File: src/design/omb_pkg.sv
// Shared constants and types for the multiply, divide, bit test and skip unit
package omb_pkg;

	// ======================================================================
	// Widths
	localparam int OMB_DATA_W  = 16;            // Host word width
	localparam int OMB_MAG_W   = 15;            // Magnitude bits below the sign
	localparam int OMB_CNT_W   = 5;             // Shift counter width
	localparam int OMB_SEL_W   = 4;             // Bit-test position field

	// ======================================================================
	// Shift counts
	localparam logic [4:0] OMB_MUL_STEPS = 5'h10; // One add-and-shift per multiplier bit
	localparam logic [4:0] OMB_DIV_STEPS = 5'h0f; // One compare-and-shift per quotient bit

	// ======================================================================
	// Skip-on-register-equal register select codes
	localparam logic [1:0] OMB_SRE_A = 2'h0;
	localparam logic [1:0] OMB_SRE_B = 2'h1;
	localparam logic [1:0] OMB_SRE_X = 2'h2;

	// ======================================================================
	// Sequencer states
	typedef enum logic [2:0] {MD_IDLE, MD_LOAD, MD_STEP, MD_FIX, MD_DONE} omb_mul_state_t;
	typedef enum logic [2:0] {DV_IDLE, DV_LOAD, DV_CHECK, DV_STEP, DV_WRITE} omb_div_state_t;
	typedef enum logic [1:0] {TS_IDLE, TS_GATE, TS_TEST, TS_EXIT} omb_test_state_t;

endpackage

File: src/design/omb_shift_counter.sv
// Shift counter shared by the multiply and divide sequencers
`timescale 1ns/10ps
module omb_shift_counter import omb_pkg::*; #(
	parameter int CNT_W = OMB_CNT_W
) (
	// Clock and reset
	input  wire logic             ref_clk,
	input  wire logic             reset,
	input  wire logic             clkEn,
	// Control
	input  wire logic             clear,
	input  wire logic             shiftEn,
	input  wire logic [CNT_W-1:0] limit,
	// Status
	output logic                  lastShift
);

	if (CNT_W < 2) begin : g_bad_width
		$error("omb_shift_counter: CNT_W too small");
	end

	logic [CNT_W-1:0] count_q;
	logic [CNT_W-1:0] count_d;

	// ======================================================================
	// Counting
	// Last shift is flagged combinationally so the sequencer leaves on time
	assign lastShift = shiftEn && (count_q == CNT_W'(limit - 1'b1));

	always_comb begin
		count_d = count_q;
		if (clear) begin
			count_d = '0;
		end else if (shiftEn) begin
			count_d = CNT_W'(count_q + 1'b1);
		end
	end

	// Register
	always_ff @(posedge ref_clk) begin
		if (reset) begin
			count_q <= '0;
		end else if (clkEn) begin
			count_q <= count_d;
		end
	end

endmodule // omb_shift_counter

File: src/design/omb_test_seq.sv
// Shared sequencer for the bit test jump and skip on register equal
`timescale 1ns/10ps
module omb_test_seq import omb_pkg::*; #(
	parameter int DATA_W = OMB_DATA_W
) (
	// Clock and reset
	input  wire logic                 ref_clk,
	input  wire logic                 reset,
	input  wire logic                 clkEn,
	// Instruction starts and fields
	input  wire logic                 startBt,
	input  wire logic                 startSre,
	input  wire logic [OMB_SEL_W-1:0] bitSel,
	input  wire logic                 bitRegSelB,
	input  wire logic                 bitExpect,
	input  wire logic [1:0]           sreSel,
	// Host adder view
	input  wire logic [DATA_W-1:0]    adderASideInN,
	input  wire logic                 adderInputsEqual,
	// Host control
	output logic                      gateAN_q,
	output logic                      gateBN_q,
	output logic                      gateXN_q,
	output logic                      jumpN_q,
	output logic                      skipN_q,
	output logic                      pIncN_q,
	output logic                      testBusy_q
);

	if (DATA_W != (1 << OMB_SEL_W)) begin : g_bad_width
		$error("omb_test_seq: DATA_W must match the bit select field");
	end

	omb_test_state_t state_q, state_d;
	logic isBt_q, isBt_d;
	logic gateAN_d, gateBN_d, gateXN_d, jumpN_d, skipN_d, pIncN_d;
	logic bitMatch;

	// Adder A side is active low, so the tested bit is inverted back
	assign bitMatch = (~adderASideInN[bitSel]) == bitExpect;

	// ======================================================================
	// Next state and host strobes
	always_comb begin
		state_d  = state_q;
		isBt_d   = isBt_q;
		gateAN_d = 1'b1;
		gateBN_d = 1'b1;
		gateXN_d = 1'b1;
		jumpN_d  = 1'b1;
		skipN_d  = 1'b1;
		pIncN_d  = 1'b1;
		unique case (state_q)
			TS_IDLE: begin
				if (startBt || startSre) begin
					state_d = TS_GATE;
					isBt_d  = startBt;
				end
			end
			TS_GATE: state_d = TS_TEST;
			TS_TEST: begin
				state_d = TS_EXIT;
				if (isBt_q) begin
					jumpN_d = !bitMatch;
					pIncN_d = bitMatch;
				end else begin
					skipN_d = !adderInputsEqual;
				end
			end
			TS_EXIT: state_d = TS_IDLE;
		endcase
		// Selected register stays on the adder while it is examined
		if (state_d == TS_GATE || state_d == TS_TEST) begin
			if (isBt_d) begin
				gateAN_d = bitRegSelB;
				gateBN_d = !bitRegSelB;
			end else begin
				gateAN_d = (sreSel != OMB_SRE_A);
				gateBN_d = (sreSel != OMB_SRE_B);
				gateXN_d = (sreSel != OMB_SRE_X);
			end
		end
	end

	// Register
	always_ff @(posedge ref_clk) begin
		if (reset) begin
			state_q    <= TS_IDLE;
			isBt_q     <= 1'b0;
			gateAN_q   <= 1'b1;
			gateBN_q   <= 1'b1;
			gateXN_q   <= 1'b1;
			jumpN_q    <= 1'b1;
			skipN_q    <= 1'b1;
			pIncN_q    <= 1'b1;
			testBusy_q <= 1'b0;
		end else if (clkEn) begin
			state_q    <= state_d;
			isBt_q     <= isBt_d;
			gateAN_q   <= gateAN_d;
			gateBN_q   <= gateBN_d;
			gateXN_q   <= gateXN_d;
			jumpN_q    <= jumpN_d;
			skipN_q    <= skipN_d;
			pIncN_q    <= pIncN_d;
			testBusy_q <= (state_d != TS_IDLE);
		end
	end

	// ======================================================================
	// Checks
	a_bt_jump_match: assert property (@(posedge ref_clk) disable iff (reset)
		clkEn && state_q == TS_TEST && isBt_q |=> (jumpN_q == !$past(bitMatch)))
		else $error("bit test jump does not follow the bit match");
	a_sre_skip_eq: assert property (@(posedge ref_clk) disable iff (reset)
		clkEn && state_q == TS_TEST && !isBt_q |=> (skipN_q == !$past(adderInputsEqual)))
		else $error("skip does not follow adder equality");
	a_test_walk: assert property (@(posedge ref_clk) disable iff (reset)
		clkEn && state_q == TS_IDLE && startBt |=> state_q == TS_GATE && testBusy_q)
		else $error("test sequencer did not leave idle on start");

endmodule // omb_test_seq

File: src/design/omb_unit.sv
// Multiply, divide, bit test and register-equal skip execution unit
//
// Behaviour
// - Multiply adds multiplicand into partial result, shifting it right each step.
// - Divide compares magnitudes, subtracts where needed, shifts quotient and remainder left.
// - Multiply yields operand times B plus old A; high half A, low half B.
// - After multiply A sign holds product sign, B sign is zero.
// - Product magnitude of two to the thirtieth sets overflow.
// - Divide A:B by operand; quotient to B, remainder to A.
// - After divide B sign is quotient sign, A sign is dividend sign.
// - Quotient magnitude beyond 32,767 sets overflow, so -32,768 also sets it.
// - Overflow raises an enable; host then sets its overflow flip-flop.
// - Skip two addresses when selected A, B or X equals the operand.
// - Bit test examines one bit of A or B; jump only on match.
// - Multiply sequencer steps states and enables the shared shift counter.
// - Divide sequencer steps states and enables the shared shift counter.
// - Shift counter counts shifts and tells control when to finish.
// - One shared sequencer times bit test and skip, driving host control.
// - Bit test decodes bit and register, tests it, signals result.
// - Skip control decodes compared register and issues host controls.
// - Unit drives two adder select enables, low pair and high pair.
// - Overflow is signalled by an active low overflow set enable.
`timescale 1ns/10ps
module omb_unit import omb_pkg::*; #(
	parameter int DATA_W = OMB_DATA_W
) (
	// Clock, reset, enable
	input  wire logic                 ref_clk,
	input  wire logic                 reset,
	input  wire logic                 clkEn,
	// Instruction decodes, active low
	input  wire logic                 multiplyDecodeN,
	input  wire logic                 divideDecodeN,
	input  wire logic                 bitTestJumpN,
	input  wire logic                 skipOnRegisterEqualN,
	// Instruction fields
	input  wire logic [OMB_SEL_W-1:0] bitSel,
	input  wire logic                 bitRegSelB,
	input  wire logic                 bitExpect,
	input  wire logic [1:0]           sreSel,
	// Host data and flags
	input  wire logic [DATA_W-1:0]    aReg,
	input  wire logic [DATA_W-1:0]    bReg,
	input  wire logic [DATA_W-1:0]    memOperand,
	input  wire logic [DATA_W-1:0]    adderASideInN,
	input  wire logic                 adderInputsEqual,
	input  wire logic                 bRegIsZero,
	// Results towards the A and B register inputs
	output logic [DATA_W-1:0]         aResult_q,
	output logic [DATA_W-1:0]         bResult_q,
	output logic                      aLoadN_q,
	output logic                      bLoadN_q,
	// Host control
	output logic                      overflowSetEnableN_q,
	output logic                      adderSelectPairLowEnN_q,
	output logic                      adderSelectPairHighEnN_q,
	output logic                      mdBusy_q,
	// Test and skip control
	output logic                      gateAN_q,
	output logic                      gateBN_q,
	output logic                      gateXN_q,
	output logic                      jumpN_q,
	output logic                      skipN_q,
	output logic                      pIncN_q,
	output logic                      testBusy_q
);

	if (DATA_W != OMB_DATA_W) begin : g_bad_width
		$error("omb_unit: datapath is built for a 16-bit word");
	end

	// ======================================================================
	// Decode edge detection
	// Decodes are levels held for the whole instruction; start on the fall only
	logic [3:0] decPrevN_q;
	logic       startMul, startDiv, startBt, startSre;

	assign startMul = !multiplyDecodeN && decPrevN_q[0];
	assign startDiv = !divideDecodeN && decPrevN_q[1];
	assign startBt  = !bitTestJumpN && decPrevN_q[2];
	assign startSre = !skipOnRegisterEqualN && decPrevN_q[3];

	always_ff @(posedge ref_clk) begin
		if (reset) begin
			decPrevN_q <= 4'hf;
		end else if (clkEn) begin
			decPrevN_q <= {skipOnRegisterEqualN, bitTestJumpN, divideDecodeN, multiplyDecodeN};
		end
	end

	// ======================================================================
	// Shared shift counter
	omb_mul_state_t   mulState_q, mulState_d;
	omb_div_state_t   divState_q, divState_d;
	logic             shiftEn, shiftClear, shiftLast;
	logic [OMB_CNT_W-1:0] shiftLimit;

	assign shiftEn    = (mulState_q == MD_STEP) || (divState_q == DV_STEP);
	assign shiftClear = (mulState_q == MD_LOAD) || (divState_q == DV_LOAD);
	assign shiftLimit = (divState_q == DV_STEP) ? OMB_DIV_STEPS : OMB_MUL_STEPS;

	omb_shift_counter #(.CNT_W(OMB_CNT_W)) u_shift (
		.ref_clk   (ref_clk),
		.reset     (reset),
		.clkEn     (clkEn),
		.clear     (shiftClear),
		.shiftEn   (shiftEn),
		.limit     (shiftLimit),
		.lastShift (shiftLast)
	);

	// ======================================================================
	// Multiply datapath and sequencer
	logic [DATA_W-1:0] mcand_q, mcand_d, mq_q, mq_d, acc_q, acc_d, origA_q, origA_d;
	logic              prodNeg_q, prodNeg_d;
	logic [DATA_W:0]   mulSum;
	logic [2*DATA_W-1:0] prodMag;
	logic [2*DATA_W+1:0] prodSigned, mulRes;
	logic              mulOvf;

	// Add-then-shift-right step on magnitudes
	assign mulSum = {1'b0, acc_q} + {1'b0, (mq_q[0] ? mcand_q : '0)};
	assign prodMag    = {acc_q, mq_q};
	assign prodSigned = prodNeg_q ? (~{2'b00, prodMag} + 1'b1) : {2'b00, prodMag};
	assign mulRes     = prodSigned + {{(DATA_W+2){origA_q[DATA_W-1]}}, origA_q};
	// Result must fit sign plus thirty magnitude bits
	assign mulOvf = (mulRes[2*DATA_W+1:2*DATA_W-2] != 4'h0)
		&& (mulRes[2*DATA_W+1:2*DATA_W-2] != 4'hf);

	always_comb begin
		mulState_d = mulState_q;
		mcand_d    = mcand_q;
		mq_d       = mq_q;
		acc_d      = acc_q;
		origA_d    = origA_q;
		prodNeg_d  = prodNeg_q;
		unique case (mulState_q)
			// A decode while the other operation runs is ignored; the counter is shared
			MD_IDLE: if (startMul && divState_q == DV_IDLE) mulState_d = MD_LOAD;
			MD_LOAD: begin
				mcand_d   = memOperand[DATA_W-1] ? DATA_W'(-memOperand) : memOperand;
				mq_d      = bReg[DATA_W-1] ? DATA_W'(-bReg) : bReg;
				acc_d     = '0;
				origA_d   = aReg;
				prodNeg_d = memOperand[DATA_W-1] ^ bReg[DATA_W-1];
				// A zero multiplier needs no adds; only old A remains
				mulState_d = bRegIsZero ? MD_FIX : MD_STEP;
				if (bRegIsZero) begin
					prodNeg_d = 1'b0;
					mq_d      = '0;
				end
			end
			MD_STEP: begin
				acc_d = mulSum[DATA_W:1];
				mq_d  = {mulSum[0], mq_q[DATA_W-1:1]};
				if (shiftLast) mulState_d = MD_FIX;
			end
			MD_FIX:  mulState_d = MD_DONE;
			MD_DONE: mulState_d = MD_IDLE;
		endcase
	end

	always_ff @(posedge ref_clk) begin
		if (reset) begin
			mulState_q <= MD_IDLE;
			mcand_q    <= '0;
			mq_q       <= '0;
			acc_q      <= '0;
			origA_q    <= '0;
			prodNeg_q  <= 1'b0;
		end else if (clkEn) begin
			mulState_q <= mulState_d;
			mcand_q    <= mcand_d;
			mq_q       <= mq_d;
			acc_q      <= acc_d;
			origA_q    <= origA_d;
			prodNeg_q  <= prodNeg_d;
		end
	end

	// ======================================================================
	// Divide datapath and sequencer
	logic [DATA_W-1:0]   dvs_q, dvs_d, rem_q, rem_d;
	logic [OMB_MAG_W-1:0] quo_q, quo_d;
	logic                dvdNeg_q, dvdNeg_d, quoNeg_q, quoNeg_d, divOvf_q, divOvf_d;
	logic [2*DATA_W-2:0] dvdIn, dvdMag;
	logic [DATA_W:0]     trial;
	logic                trialFits;

	// Dividend is sign and thirty magnitude bits spread over A and B
	assign dvdIn     = {aReg, bReg[OMB_MAG_W-1:0]};
	assign dvdMag    = aReg[DATA_W-1] ? (~dvdIn + 1'b1) : dvdIn;
	assign trial     = {rem_q, quo_q[OMB_MAG_W-1]};
	assign trialFits = trial >= {1'b0, dvs_q};

	always_comb begin
		divState_d = divState_q;
		dvs_d      = dvs_q;
		rem_d      = rem_q;
		quo_d      = quo_q;
		dvdNeg_d   = dvdNeg_q;
		quoNeg_d   = quoNeg_q;
		divOvf_d   = divOvf_q;
		unique case (divState_q)
			DV_IDLE: if (startDiv && !startMul && mulState_q == MD_IDLE) divState_d = DV_LOAD;
			DV_LOAD: begin
				dvs_d      = memOperand[DATA_W-1] ? DATA_W'(-memOperand) : memOperand;
				rem_d      = dvdMag[2*DATA_W-2:OMB_MAG_W];
				quo_d      = dvdMag[OMB_MAG_W-1:0];
				dvdNeg_d   = aReg[DATA_W-1];
				quoNeg_d   = aReg[DATA_W-1] ^ memOperand[DATA_W-1];
				divState_d = DV_CHECK;
			end
			DV_CHECK: begin
				// High part not below divisor means a quotient past fifteen bits
				divOvf_d   = rem_q >= dvs_q;
				divState_d = divOvf_d ? DV_WRITE : DV_STEP;
			end
			DV_STEP: begin
				rem_d = trialFits ? DATA_W'(trial - {1'b0, dvs_q}) : trial[DATA_W-1:0];
				quo_d = {quo_q[OMB_MAG_W-2:0], trialFits};
				if (shiftLast) divState_d = DV_WRITE;
			end
			DV_WRITE: divState_d = DV_IDLE;
		endcase
	end

	always_ff @(posedge ref_clk) begin
		if (reset) begin
			divState_q <= DV_IDLE;
			dvs_q      <= '0;
			rem_q      <= '0;
			quo_q      <= '0;
			dvdNeg_q   <= 1'b0;
			quoNeg_q   <= 1'b0;
			divOvf_q   <= 1'b0;
		end else if (clkEn) begin
			divState_q <= divState_d;
			dvs_q      <= dvs_d;
			rem_q      <= rem_d;
			quo_q      <= quo_d;
			dvdNeg_q   <= dvdNeg_d;
			quoNeg_q   <= quoNeg_d;
			divOvf_q   <= divOvf_d;
		end
	end

	// ======================================================================
	// Result write-back and host strobes
	logic [DATA_W-1:0] aResult_d, bResult_d, quoFull, remSigned;
	logic aLoadN_d, bLoadN_d, ovfN_d, lowEnN_d, highEnN_d;

	assign quoFull   = {1'b0, quo_q};
	assign remSigned = dvdNeg_q ? DATA_W'(-rem_q) : rem_q;

	always_comb begin
		aResult_d = aResult_q;
		bResult_d = bResult_q;
		aLoadN_d  = 1'b1;
		bLoadN_d  = 1'b1;
		ovfN_d    = 1'b1;
		// Adder low pair for multiply and divide steps, high pair for divide steps only
		lowEnN_d  = !(mulState_d == MD_STEP || divState_d == DV_STEP);
		highEnN_d = !(divState_d == DV_STEP);
		if (mulState_q == MD_FIX) begin
			aResult_d = mulRes[2*DATA_W-2:OMB_MAG_W];
			bResult_d = {1'b0, mulRes[OMB_MAG_W-1:0]};
			aLoadN_d  = 1'b0;
			bLoadN_d  = 1'b0;
			ovfN_d    = !mulOvf;
		end else if (divState_q == DV_WRITE) begin
			// On overflow the registers keep the dividend untouched
			ovfN_d = !divOvf_q;
			if (!divOvf_q) begin
				bResult_d = quoNeg_q ? DATA_W'(-quoFull) : quoFull;
				aResult_d = {dvdNeg_q, remSigned[OMB_MAG_W-1:0]};
				aLoadN_d  = 1'b0;
				bLoadN_d  = 1'b0;
			end
		end
	end

	always_ff @(posedge ref_clk) begin
		if (reset) begin
			aResult_q                <= '0;
			bResult_q                <= '0;
			aLoadN_q                 <= 1'b1;
			bLoadN_q                 <= 1'b1;
			overflowSetEnableN_q     <= 1'b1;
			adderSelectPairLowEnN_q  <= 1'b1;
			adderSelectPairHighEnN_q <= 1'b1;
			mdBusy_q                 <= 1'b0;
		end else if (clkEn) begin
			aResult_q                <= aResult_d;
			bResult_q                <= bResult_d;
			aLoadN_q                 <= aLoadN_d;
			bLoadN_q                 <= bLoadN_d;
			overflowSetEnableN_q     <= ovfN_d;
			adderSelectPairLowEnN_q  <= lowEnN_d;
			adderSelectPairHighEnN_q <= highEnN_d;
			mdBusy_q                 <= (mulState_d != MD_IDLE) || (divState_d != DV_IDLE);
		end
	end

	// ======================================================================
	// Bit test and skip sequencer
	omb_test_seq #(.DATA_W(DATA_W)) u_test (
		.ref_clk          (ref_clk),
		.reset            (reset),
		.clkEn            (clkEn),
		.startBt          (startBt),
		.startSre         (startSre),
		.bitSel           (bitSel),
		.bitRegSelB       (bitRegSelB),
		.bitExpect        (bitExpect),
		.sreSel           (sreSel),
		.adderASideInN    (adderASideInN),
		.adderInputsEqual (adderInputsEqual),
		.gateAN_q         (gateAN_q),
		.gateBN_q         (gateBN_q),
		.gateXN_q         (gateXN_q),
		.jumpN_q          (jumpN_q),
		.skipN_q          (skipN_q),
		.pIncN_q          (pIncN_q),
		.testBusy_q       (testBusy_q)
	);

	// ======================================================================
	// Checks
	a_mul_ovf_flag: assert property (@(posedge ref_clk) disable iff (reset)
		clkEn && mulState_q == MD_FIX |=> overflowSetEnableN_q == !$past(mulOvf))
		else $error("multiply overflow enable wrong");
	a_mul_b_sign: assert property (@(posedge ref_clk) disable iff (reset)
		clkEn && mulState_q == MD_FIX |=> !bLoadN_q && !bResult_q[DATA_W-1])
		else $error("multiply left B sign set");
	a_div_refuse: assert property (@(posedge ref_clk) disable iff (reset)
		clkEn && divState_q == DV_WRITE && divOvf_q |=> !overflowSetEnableN_q && bLoadN_q)
		else $error("divide overflow not flagged or result loaded");
	a_div_a_sign: assert property (@(posedge ref_clk) disable iff (reset)
		clkEn && divState_q == DV_WRITE && !divOvf_q |=> aResult_q[DATA_W-1] == dvdNeg_q)
		else $error("remainder sign differs from dividend sign");
	a_shift_mul_end: assert property (@(posedge ref_clk) disable iff (reset)
		clkEn && mulState_q == MD_STEP && shiftLast |=> mulState_q == MD_FIX)
		else $error("multiply did not end on last shift");
	a_shift_div_en: assert property (@(posedge ref_clk) disable iff (reset)
		divState_q == DV_STEP |-> shiftEn && shiftLimit == OMB_DIV_STEPS)
		else $error("divide step without shift counter");
	a_adder_sel_mul: assert property (@(posedge ref_clk) disable iff (reset)
		mulState_q == MD_STEP |-> !adderSelectPairLowEnN_q && adderSelectPairHighEnN_q)
		else $error("adder select enables wrong in multiply");
	a_reset_idle: assert property (@(posedge ref_clk)
		reset |=> mulState_q == MD_IDLE && divState_q == DV_IDLE && !mdBusy_q)
		else $error("sequencers not idle after reset");

endmodule // omb_unit

File: config.mk
export PLATFORM = sky130hd
export DESIGN_NAME = omb_unit
export DESIGN_NICKNAME = d
export VERILOG_FILES = /design/src/design/omb_pkg.sv /design/src/design/omb_shift_counter.sv /design/src/design/omb_test_seq.sv /design/src/design/omb_unit.sv
export SDC_FILE = /design/constraint.sdc
export NUM_CORES = 1
export LEC_CHECK = 0
export BUFFER_PORTS_ARGS = -buffer_cell sky130_fd_sc_hd__clkbuf_2
export CAP_MARGIN = 25
export CORE_ASPECT_RATIO = 0.5
export CORE_MARGIN = 10
export CORE_UTILIZATION = 50
export DETAILED_ROUTE_END_ITERATION = 7
export HOLD_SLACK_MARGIN = 0.15
export PLACE_DENSITY = 0.72
export REMOVE_ABC_BUFFERS = 1
export SYNTH_ARGS = -nofsm -noshare
export SYNTH_HDL_FRONTEND = slang
export SYNTH_SLANG_ARGS = --single-unit
File: constraint.sdc
create_clock -name ref_clk -period 4.4 [get_ports ref_clk]
set_input_delay 0 -clock ref_clk [delete_from_list [all_inputs] [get_ports ref_clk]]
set_output_delay 0 -clock ref_clk [all_outputs]
set_load 0.02 [all_outputs]
Yosys cells after proc, flatten, opt, wreduce, memory -nomap -nowiden

Index checks and enable logic that the tools add are counted.

Register bits: 177
Output and inout bits: 45

$add $sub $neg: 11
Reduce and logical (&&, ||, !) cells: 46
Bitwise logic cells: 5
Mux-type cells: 54
Equality and inequality tests: 21
$lt $le $gt $ge: 3

Operator list:

| operator              | count |
|---|---|
| $mux 16               | 12 |
| $pmux 16 s2           | 3 |
| $add 34x1->34 const B | 1 |
| $add 34x34->34        | 1 |
| $mux 34               | 1 |
| $not 32->34           | 1 |
| $neg 16->16           | 2 |
| $add 31x1->31 const B | 1 |
| $mux 31               | 1 |
| $not 31->31           | 1 |
| $pmux 15 s2           | 1 |
| $pmux 3 s5            | 2 |
| $mux 1                | 22 |
| $eq 3x2->1 const B    | 6 |
| $add 16x16->17        | 1 |
| $ge 17x16->1          | 1 |
| $ge 16x16->1          | 1 |
| $neg 15->16           | 1 |
| $sub 16x16->16        | 1 |
| $mux 15               | 1 |
| $mux 3                | 5 |
| $mux 5                | 3 |
| $neg 15->15           | 1 |
| $logic_not 1->1       | 12 |
| other kinds (26)      | 58 |

Depth between registers and ports, before layout

Gate-level depths: netlist of run 1.

Depth in word-level cells: 10
Gate-level depth with buffers: 19
Mapped depth without buffers: 18

Hierarchy

A second synthesis of run 1 with hierarchy kept.

Cells, all modules: 1777
Area, all modules: 13492.9 µm²

By module, submodules not included:

| module            | times used | area an instance (µm²) | cells each |
|---|---|---|---|
| omb_unit          | 1          | 12480.7                | 1669 |
| omb_test_seq      | 1          | 633.1                  | 62 |
| omb_shift_counter | 1          | 379.1                  | 46 |

Worst setup path after synthesis of run 1

No wires, ideal clock.

Path kind: register -> register
Start: register mq_q[9]
End: register overflowSetEnableN_q
Data arrival time: 4.076 ns
Slack: 0.194 ns
Cell stages (with the launch flop): 19
Library setup time: 0.130 ns
Data required time: 4.270 ns
Buffers on the path: 2
Cell sequence: dfxtp_1 or4_1 or4_1 or3_1 clkbuf_1 o21ai_0 xnor2_1 ha_1 clkbuf_1 a21o_1 a21oi_1 o21ai_0 a211o_1 a21oi_1 o31ai_1 xor2_1 and3_1 mux2i_1 o31ai_2

Cells in the longest elaborated chain, start to end: 8

RTL lines:

| element                                                | line                             | RTL |
|---|---|---|
| start, declared                                        | omb_unit.sv:114                  | `logic [DATA_W-1:0] mcand_q, mcand_d, mq_q, mq_d, acc_q, acc_d, origA_q, origA_d;` |
| start signal, assigned                                 | omb_unit.sv:174                  | `mq_q <= mq_d;` |
| $not 32->34                                            | omb_unit.sv:124                  | `assign prodSigned = prodNeg_q ? (~{2'b00, prodMag} + 1'b1) : {2'b00, prodMag};` |
| $add 34x1->34                                          | omb_unit.sv:124                  |  |
| $mux 34 *                                              | omb_unit.sv:124                  |  |
| $add 34x34->34 *                                       | omb_unit.sv:125                  | `assign mulRes = prodSigned + {{(DATA_W+2){origA_q[DATA_W-1]}}, origA_q};` |
| $ne 4x4->1 / $reduce_bool 4->1 (equally long branches) | omb_unit.sv:128, omb_unit.sv:127 |  |
| $logic_and 1x1->1 *                                    | omb_unit.sv:128                  | `&& (mulRes[2*DATA_W+1:2*DATA_W-2] != 4'hf);` |
| $logic_not 1->1 *                                      | omb_unit.sv:270                  | `ovfN_d = !mulOvf;` |
| $mux 1 *                                               | omb_unit.sv:265                  | `if (mulState_q == MD_FIX) begin` |
| end signal, assigned                                   | omb_unit.sv:298                  | `overflowSetEnableN_q <= ovfN_d;` |
| end, declared                                          | omb_unit.sv:54                   | `output logic overflowSetEnableN_q,` |

Every way passes the cells marked *; elsewhere a longest branch is shown, timed or not.
A chain may end at the register's enable or synchronous reset.

Final worst setup path of run 1

Start: register mq_q[12]
End: register overflowSetEnableN_q

The elaborated chain is that of the path after synthesis.

==> results.md, run 1 <==
- Status: finished with violations
- Failing checks: negative setup slack
- Total CTS buffers: 17
- TritonCTS clock tree: built
- Fin worst setup slack: -0.2029 ps
- Asr flop ratio synth: 0
- GPL Wtd Cong: 0.9498
- FF/Latch Area: 3546 sq um
- Final period util: 1.000
- DR vias/cell: 5.935
- Initial drt markers: 1,300
- # rows: 41
- Antenna diode count: 0
- Post-synth top area share: 0.2724
- Area leader, netlist: dfxtp_1
- Worst-path cell chain: or4_4 > or4_4 > or3_4 > buf_4 > o31ai_4 > xnor2_2 > ha_4 > nand2_2 > o211a_1 > a22oi_2 > nand2_1 > o31ai_2 > xor2_1 > and3_1 > mux2i_1 > o31ai_2
- Worst Max-Slew Pin Slew: 1001 ps
- GR Overflow Total: 0
- Final setup vio count: 1
- Residual DRC count: 0
- Min-Delay Endpoint: mq_q[1]
- Required @ worst endpoint: 4770 ps
- Chip Width: 248.1 um
- CP max stage cell: or4_4
- PD cells: 278.6 nW/um^2
- Non-filler cells, final: 2,219
- Main combinational cell family by area after synthesis: compound AO/OA/AOI/OAI gates
- Via count: 13,169
- Clk buf depth: 2
- Worst r2r src: mq_q[12]
- Most used routing layer: met2
- Die Y-Extent: 134.1 um
- Hold_sp: bReg[15]
- Clock skew: 10.83 ps
- Leakage power: 6.614 nW
- Top Family by Delay on Critical Path: simple AND/OR/NAND/NOR gates
- Sw Share: 0.3286
- Root buf cell: clkbuf_16
- Initial Utilization: 0.5122
- Main area contributors after synthesis: dfxtp_1 27%, ha_1 8.7%, xnor2_1 7.9%
- Layout cells sized above 1: 0.1589
- Yosys reg bits: 177
- Dpl hpwl: 30,140 um
- Post-Synth XOR/XNOR Area: 0.1178
- Pin count of the biggest net entering global routing: 86
- Critical Path Source Type: flop
- Pre-antenna DRT Iters: 8
- DP Cell Count: 2,119
- Reg2Reg Depth: 16
- # IOs: 126
- Synth Instances: 1,690
- Highest ir drop seen on vdd: 0.0002903 V
- Final setup TNS: -0.2029 ps
- Worst hold path type: primary input to flop
- RR Endpoint: overflowSetEnableN_q
- CP Class: flop to flop
- Adder-Cell Fraction of Synth Area: 0.09196
- GR Layer Usage met3: 0.05212
- Setup crit start: mq_q[12]
- Hold Path Stages: 5
- Clock Sinks: 177
- Area of the core: 25,390 sq um
- Clock share of power: 0.341
- WP buf/inv: 1
- Fmax: 0.2273 GHz
- Crit path max fanout: 5
- Sequential share of power: 0.397
- Met1 Use GR: 0.3299
- Netlist cell types: 68
- Synthesized cell area: 13,010 sq um
- Post-synthesis simple-gate area fraction: 0.1957
- Combinational share of power: 0.261
- Synthesis-to-layout area growth: 20.75%
- Ys Warns: 0
- Post-route ant nets: 0
- Synth top cells by count: 214 x nand2_1, 177 x dfxtp_1, 162 x nor2_1
- Total net switching power: 1.438 mW
- Register area share after synthesis: 0.2724
- GRT met2 Usage: 0.3824
- Die area: 33,260 sq um
- Total power: 4.375 mW
- Drt total wl: 42,040 um
- Slew headroom: 0.3329
- Primary FF master, synth: dfxtp_1
- Tmin final: 4400 ps
- Gr usage total: 0.2425
- Post-place setup slack: -41.88 ps
- Max Slew Vio Count: 0
- Largest stage delay, worst path: 610 ps
- H-tree depth: 4
- CTS clk-pin slew, worst paths: 70 ps
- Avg WL per Cell: 18.95 um
- Max-Cap Viols: 0
- RSZ-0062 raised after global routing: true
- Post-Syn Area per Cell: 7.697 sq um
- Final Hold Viols: 0
- CP Capture Type: flop
- First-pass GRT wire length: 65,300 um
- Antenna violations before repair: 0
- Register-to-Register Setup Slack: -0.2 ps
- Filler cell count: 2,290
- Critical path data arrival time: 4770 ps
- Leading cell type by number of instances after synthesis: nand2_1
- Fin nets: 2,036
- Multiplexer area fraction after synthesis: 0.02578
- Number of global-route vias before repair: 11,978
- Number of synthesized flops with an enable pin: 0
- # port buffers: 125
- Clk_lat worst skew: 460 ps
- Int Pwr: 2.937 mW
- Multi-input gate area: 9234 sq um
- Synth Area in Compound Gates: 0.2530
-- timing repair --
item,4_1_cts,5_1_grt
setup buffers,0,6
hold buffers,62,0
gates resized for setup,1,68
endpoints found under the setup margin,4,7
pin swaps,1,36
hold endpoints to repair,111,0
-- area by class of cell --
cell class	instances	share of cell area
inverters	52	0.01243
clock buffers	23	0.03107
clock inverters	9	0.004780
multi-input cells	1364	0.5879
repair buffers	250	0.1107
well taps	344	0.02740
flip-flops and latches	177	0.2258
-- worst max-delay path by stage --
stage	end	slack, ps	depth (start not counted)
after floorplan	overflowSetEnableN_q	230	17
after global placement	overflowSetEnableN_q	3	16
after detailed placement	aResult_q[13]	-40	16
after CTS	aResult_q[13]	6	16
after global routing	overflowSetEnableN_q	-160	17
final	overflowSetEnableN_q	-0.2	16
-- cells by family (layout without fill, tap and decap cells) --
family,Yosys count,count (layout)
flip-flops,177,177
adder cells (fa/ha/maj),94,94
multiplexers,27,27
AO/OA/AOI/OAI,505,505
AND/OR/NAND/NOR,563,563
XOR/XNOR,175,175
buffers and inverters,149,334
-- routing by layer --
layer | routed length, um | vias up
met2 | 19070 | 449
met3 | 3097 | 52
met4 | 728 | 0
met5 | 0 | -
met1 | 19140 | 6232
li1 | - | 6436
-- worst reg2reg max path, cell delays in order (launching register included) --
cell	delay, ps
dfxtp_2	320
or4_4	540
or4_4	620
or3_4	390
buf_4	170
o31ai_4	210
xnor2_2	160
ha_4	320
nand2_2	60
o211a_1	260
a22oi_2	180
nand2_1	100
o31ai_2	270
xor2_1	250
and3_1	190
mux2i_1	80
o31ai_2	210
-- registers in the layout, summed over array words and instances, names as in the netlist, 15 cells and up --
name	count
acc_q	16
aResult_q	16
quo_q	15
bResult_q	16
origA_q	16
mq_q	16
dvs_q	16
mcand_q	16
rem_q	16
-- cell usage in the layout (no fill, tap or decap), drive strengths merged, types with 37 or more instances in the layout --
cell type | netlist | routed
a211oi | 52 | 52
o21ai | 103 | 103
nor2 | 162 | 162
ha | 90 | 90
dlygate4sd3 | 0 | 62
buf | 9 | 64
inv | 52 | 53
nand2 | 214 | 214
clkbuf | 88 | 147
nor3 | 37 | 37
a21oi | 145 | 145
xnor2 | 118 | 118
dfxtp | 177 | 177
xor2 | 57 | 57
-- stage by stage --
step,hold slack (ps),instance area [sq um],utilization
after global routing,267.8,15710,0.6185
after floorplan,69.07,12640,-
after CTS,190.2,15350,0.6046
final,208.5,15710,0.6185
after detailed placement,239.3,14170,0.5579
after global placement,233.3,14170,0.5579
-- power groups by stage --
stage | combinational [mW] | clock, mW | sequential (mW)
after floorplan | 0.666 | 0 | 1.77
after global placement | 1.03 | 0 | 1.77
after detailed placement | 1.04 | 0 | 1.77
after CTS | 1.09 | 1.49 | 1.73
after global routing | 1.25 | 1.57 | 1.75
final | 1.14 | 1.49 | 1.74
Power figures use the tool's default switching activity.
==> inputs of run 2 (changes only) <==
--- a/config.mk
+++ b/config.mk
@@ -9,10 +9,9 @@
 export CAP_MARGIN = 25
 export CORE_ASPECT_RATIO = 0.5
 export CORE_MARGIN = 10
-export CORE_UTILIZATION = 50
+export CORE_UTILIZATION = 42
 export DETAILED_ROUTE_END_ITERATION = 7
 export HOLD_SLACK_MARGIN = 0.15
-export PLACE_DENSITY = 0.72
 export REMOVE_ABC_BUFFERS = 1
 export SYNTH_ARGS = -nofsm -noshare
 export SYNTH_HDL_FRONTEND = slang
==> run 2 against run 1 <==
Clock power up 9%. Register-to-register slack about the same. Global-route usage down 2.7 points. Critical path type unchanged. Clock skew up 3.4 ps. The flow now finishes without violations. Final cell count up 2.8%. Combinational power about the same. Critical path depth up 2. Worst setup slack better by 12 ps. Largest power group unchanged. Design area up 1.1%.
==> results.md, run 2 (same netlist as run 1, synthesis figures left out) <==
- Filler cell count: 2,991
- Via count: 13,026
- Gr usage total: 0.2158
- Fmax: 0.2279 GHz
- Fin worst setup slack: 12.29 ps
- Avg WL per Cell: 18.95 um
- Crit path max fanout: 5
- Largest stage delay, worst path: 610 ps
- Hold_sp: memOperand[15]
- Clk buf depth: 2
- Final period util: 0.9972
- Top Family by Delay on Critical Path: simple AND/OR/NAND/NOR gates
- Die Y-Extent: 144.4 um
- Number of global-route vias before repair: 11,793
- Most common cell after layout, fill and taps aside: nand2_1
- # rows: 45
- Initial drt markers: 1,217
- TritonCTS clock tree: built
- First-pass GRT wire length: 66,200 um
- GR Overflow Total: 0
- Total net switching power: 1.478 mW
- H-tree depth: 4
- Int Pwr: 3.022 mW
- # port buffers: 125
- Highest ir drop seen on vdd: 0.0002475 V
- Commonest non-fill, non-tap cells in the layout: 211 x nand2_1, 176 x dfxtp_1, 156 x nor2_1, 139 x a21oi_1, 124 x clkbuf_2
- Clk_lat worst skew: 470 ps
- Area of the core: 30,400 sq um
- Synthesis-to-layout area growth: 22.11%
- Post-route ant nets: 0
- Reg2Reg Depth: 18
- Antenna violations before repair: 1
- Dpl hpwl: 31,190 um
- Max-Cap Viols: 0
- Root buf cell: clkbuf_16
- Tmin final: 4388 ps
- DR vias/cell: 5.708
- Final setup TNS: 0 ps
- Worst-path cell chain: or4_4 > or4_4 > or3_4 > buf_6 > o41ai_4 > xnor2_1 > ha_2 > a21o_1 > a21oi_2 > o21ai_2 > a211o_4 > a21oi_2 > o31ai_2 > xor2_1 > buf_4 > nor3_2 > mux2i_1 > o31ai_2
- CP Depth: 18
- Pre-antenna DRT Iters: 7
- Initial Utilization: 0.4278
- Sequential share of power: 0.386
- Worst Max-Slew Pin Slew: 999.6 ps
- Max Slew Vio Count: 0
- Pin count of the biggest net entering global routing: 85
- Post-place setup slack: -43.47 ps
- CP Capture Type: flop
- CTS clk-pin slew, worst paths: 70 ps
- Min-Delay Endpoint: quoNeg_q
- Leakage power: 6.623 nW
- Clock share of power: 0.360
- Total CTS buffers: 17
- Antenna diode count: 0
- Drt total wl: 43,240 um
- Residual DRC count: 0
- GPL Wtd Cong: 0.9111
- Slew headroom: 0.3320
- Worst r2r src: mq_q[12]
- Layout cells sized above 1: 0.1609
- WP buf/inv: 2
- Worst hold slack: 177.1 ps
- PD cells: 283.3 nW/um^2
- Combinational share of power: 0.254
- RSZ-0062 raised after global routing: true
- Chip Width: 268.9 um
- Register-to-Register Setup Slack: 10 ps
- Die area: 38,840 sq um
- # IOs: 126
- RR Endpoint: overflowSetEnableN_q
- CP max stage cell: or4_4
- CP Class: flop to flop
- Hold Path Stages: 3
- Required @ worst endpoint: 4780 ps
- Critical path data arrival time: 4760 ps
- Critical Path Source Type: flop
- Worst hold path type: primary input to flop
- Sw Share: 0.3285
- Status: complete, no violations
- Clock skew: 14.21 ps
- Final Hold Viols: 0
- Clock Sinks: 177
- Final setup vio count: 0
- Fin nets: 2,044
==> run 2: cell count changes in the layout (fill, tap and decap cells not counted), moves of 3 or more <==
| cell | change |
|---|---|
| xnor2_1 | +3 |
| clkinv_4 | -4 |
| dlygate4sd3_1 | +5 |
| inv_6 | +3 |
| buf_6 | +3 |
| xnor2_2 | -3 |
| clkinvlp_4 | +3 |
==> run 2: layout make-up <==
class                           instances  area, sq um  share of cell area
Clock buffer                           19        452.9             0.02852
Clock inverter                         13        148.9            0.009374
Tap cell                              399        499.2             0.03143
Sequential cell                       177         3545              0.2232
Inverter                               52        195.2             0.01229
Timing Repair Buffer                  258         1829              0.1152
Multi-Input combinational cell       1364         9214              0.5801
==> run 2: per-layer routing <==
layer	share of wire	GRT usage	wire [um]
met1	0.47	0.2970	20490
met2	0.45	0.3319	19250
met3	0.059	0.04407	2540
met4	0.022	0.06792	970
met5	0	0	0
==> run 2: worst max path at each step <==
stage	start	endpoint	slack (ps)
5_1_grt	mq_q[12]	overflowSetEnableN_q	-120
4_1_cts	mq_q[9]	overflowSetEnableN_q	30
2_1_floorplan	mq_q[9]	overflowSetEnableN_q	230
3_5_place_dp	mq_q[9]	aResult_q[13]	-40
6_report	mq_q[12]	overflowSetEnableN_q	10
3_3_place_gp	mq_q[9]	aResult_q[13]	7
==> run 2: worst register-to-register path, delay by kind of cell, from the launching register on <==
kind	cells	cell delay, ps
and+or+nand+nor	4	1630
AOI/OAI and AO/OA	8	1440
DFF	1	320
xor gates and xnor gates	2	310
buffers and inverters	2	300
adders and majority gates	1	200
muxes	1	110
==> run 2: power by group through the flow <==
| stage | Sequential, mW | Combinational, mW | Clock (mW) |
|---|---|---|---|
| global placement | 1.77 | 1.03 | 0 |
| floorplan | 1.77 | 0.666 | 0 |
| CTS | 1.74 | 1.10 | 1.64 |
| global route | 1.75 | 1.25 | 1.72 |
| finish | 1.74 | 1.14 | 1.62 |
| detailed placement | 1.77 | 1.04 | 0 |
==> run 2: repair_timing <==
item	in CTS	in global routing
pin swaps	1	45
resized for setup	1	70
hold buffers	67	0
setup endpoints to repair	4	7
buffers inserted	0	13
hold endpoints to repair	127	0
==> run 2: through the flow <==
stage	area [sq um]	power, mW	instances	util
floorplan	12640	2.433	1593	-
CTS	15490	4.480	2269	0.5095
global placement	14190	2.807	2169	0.4666
finish	15880	4.500	2282	0.5224
global route	15880	4.717	2282	0.5224
detailed placement	14210	2.812	2170	0.4675
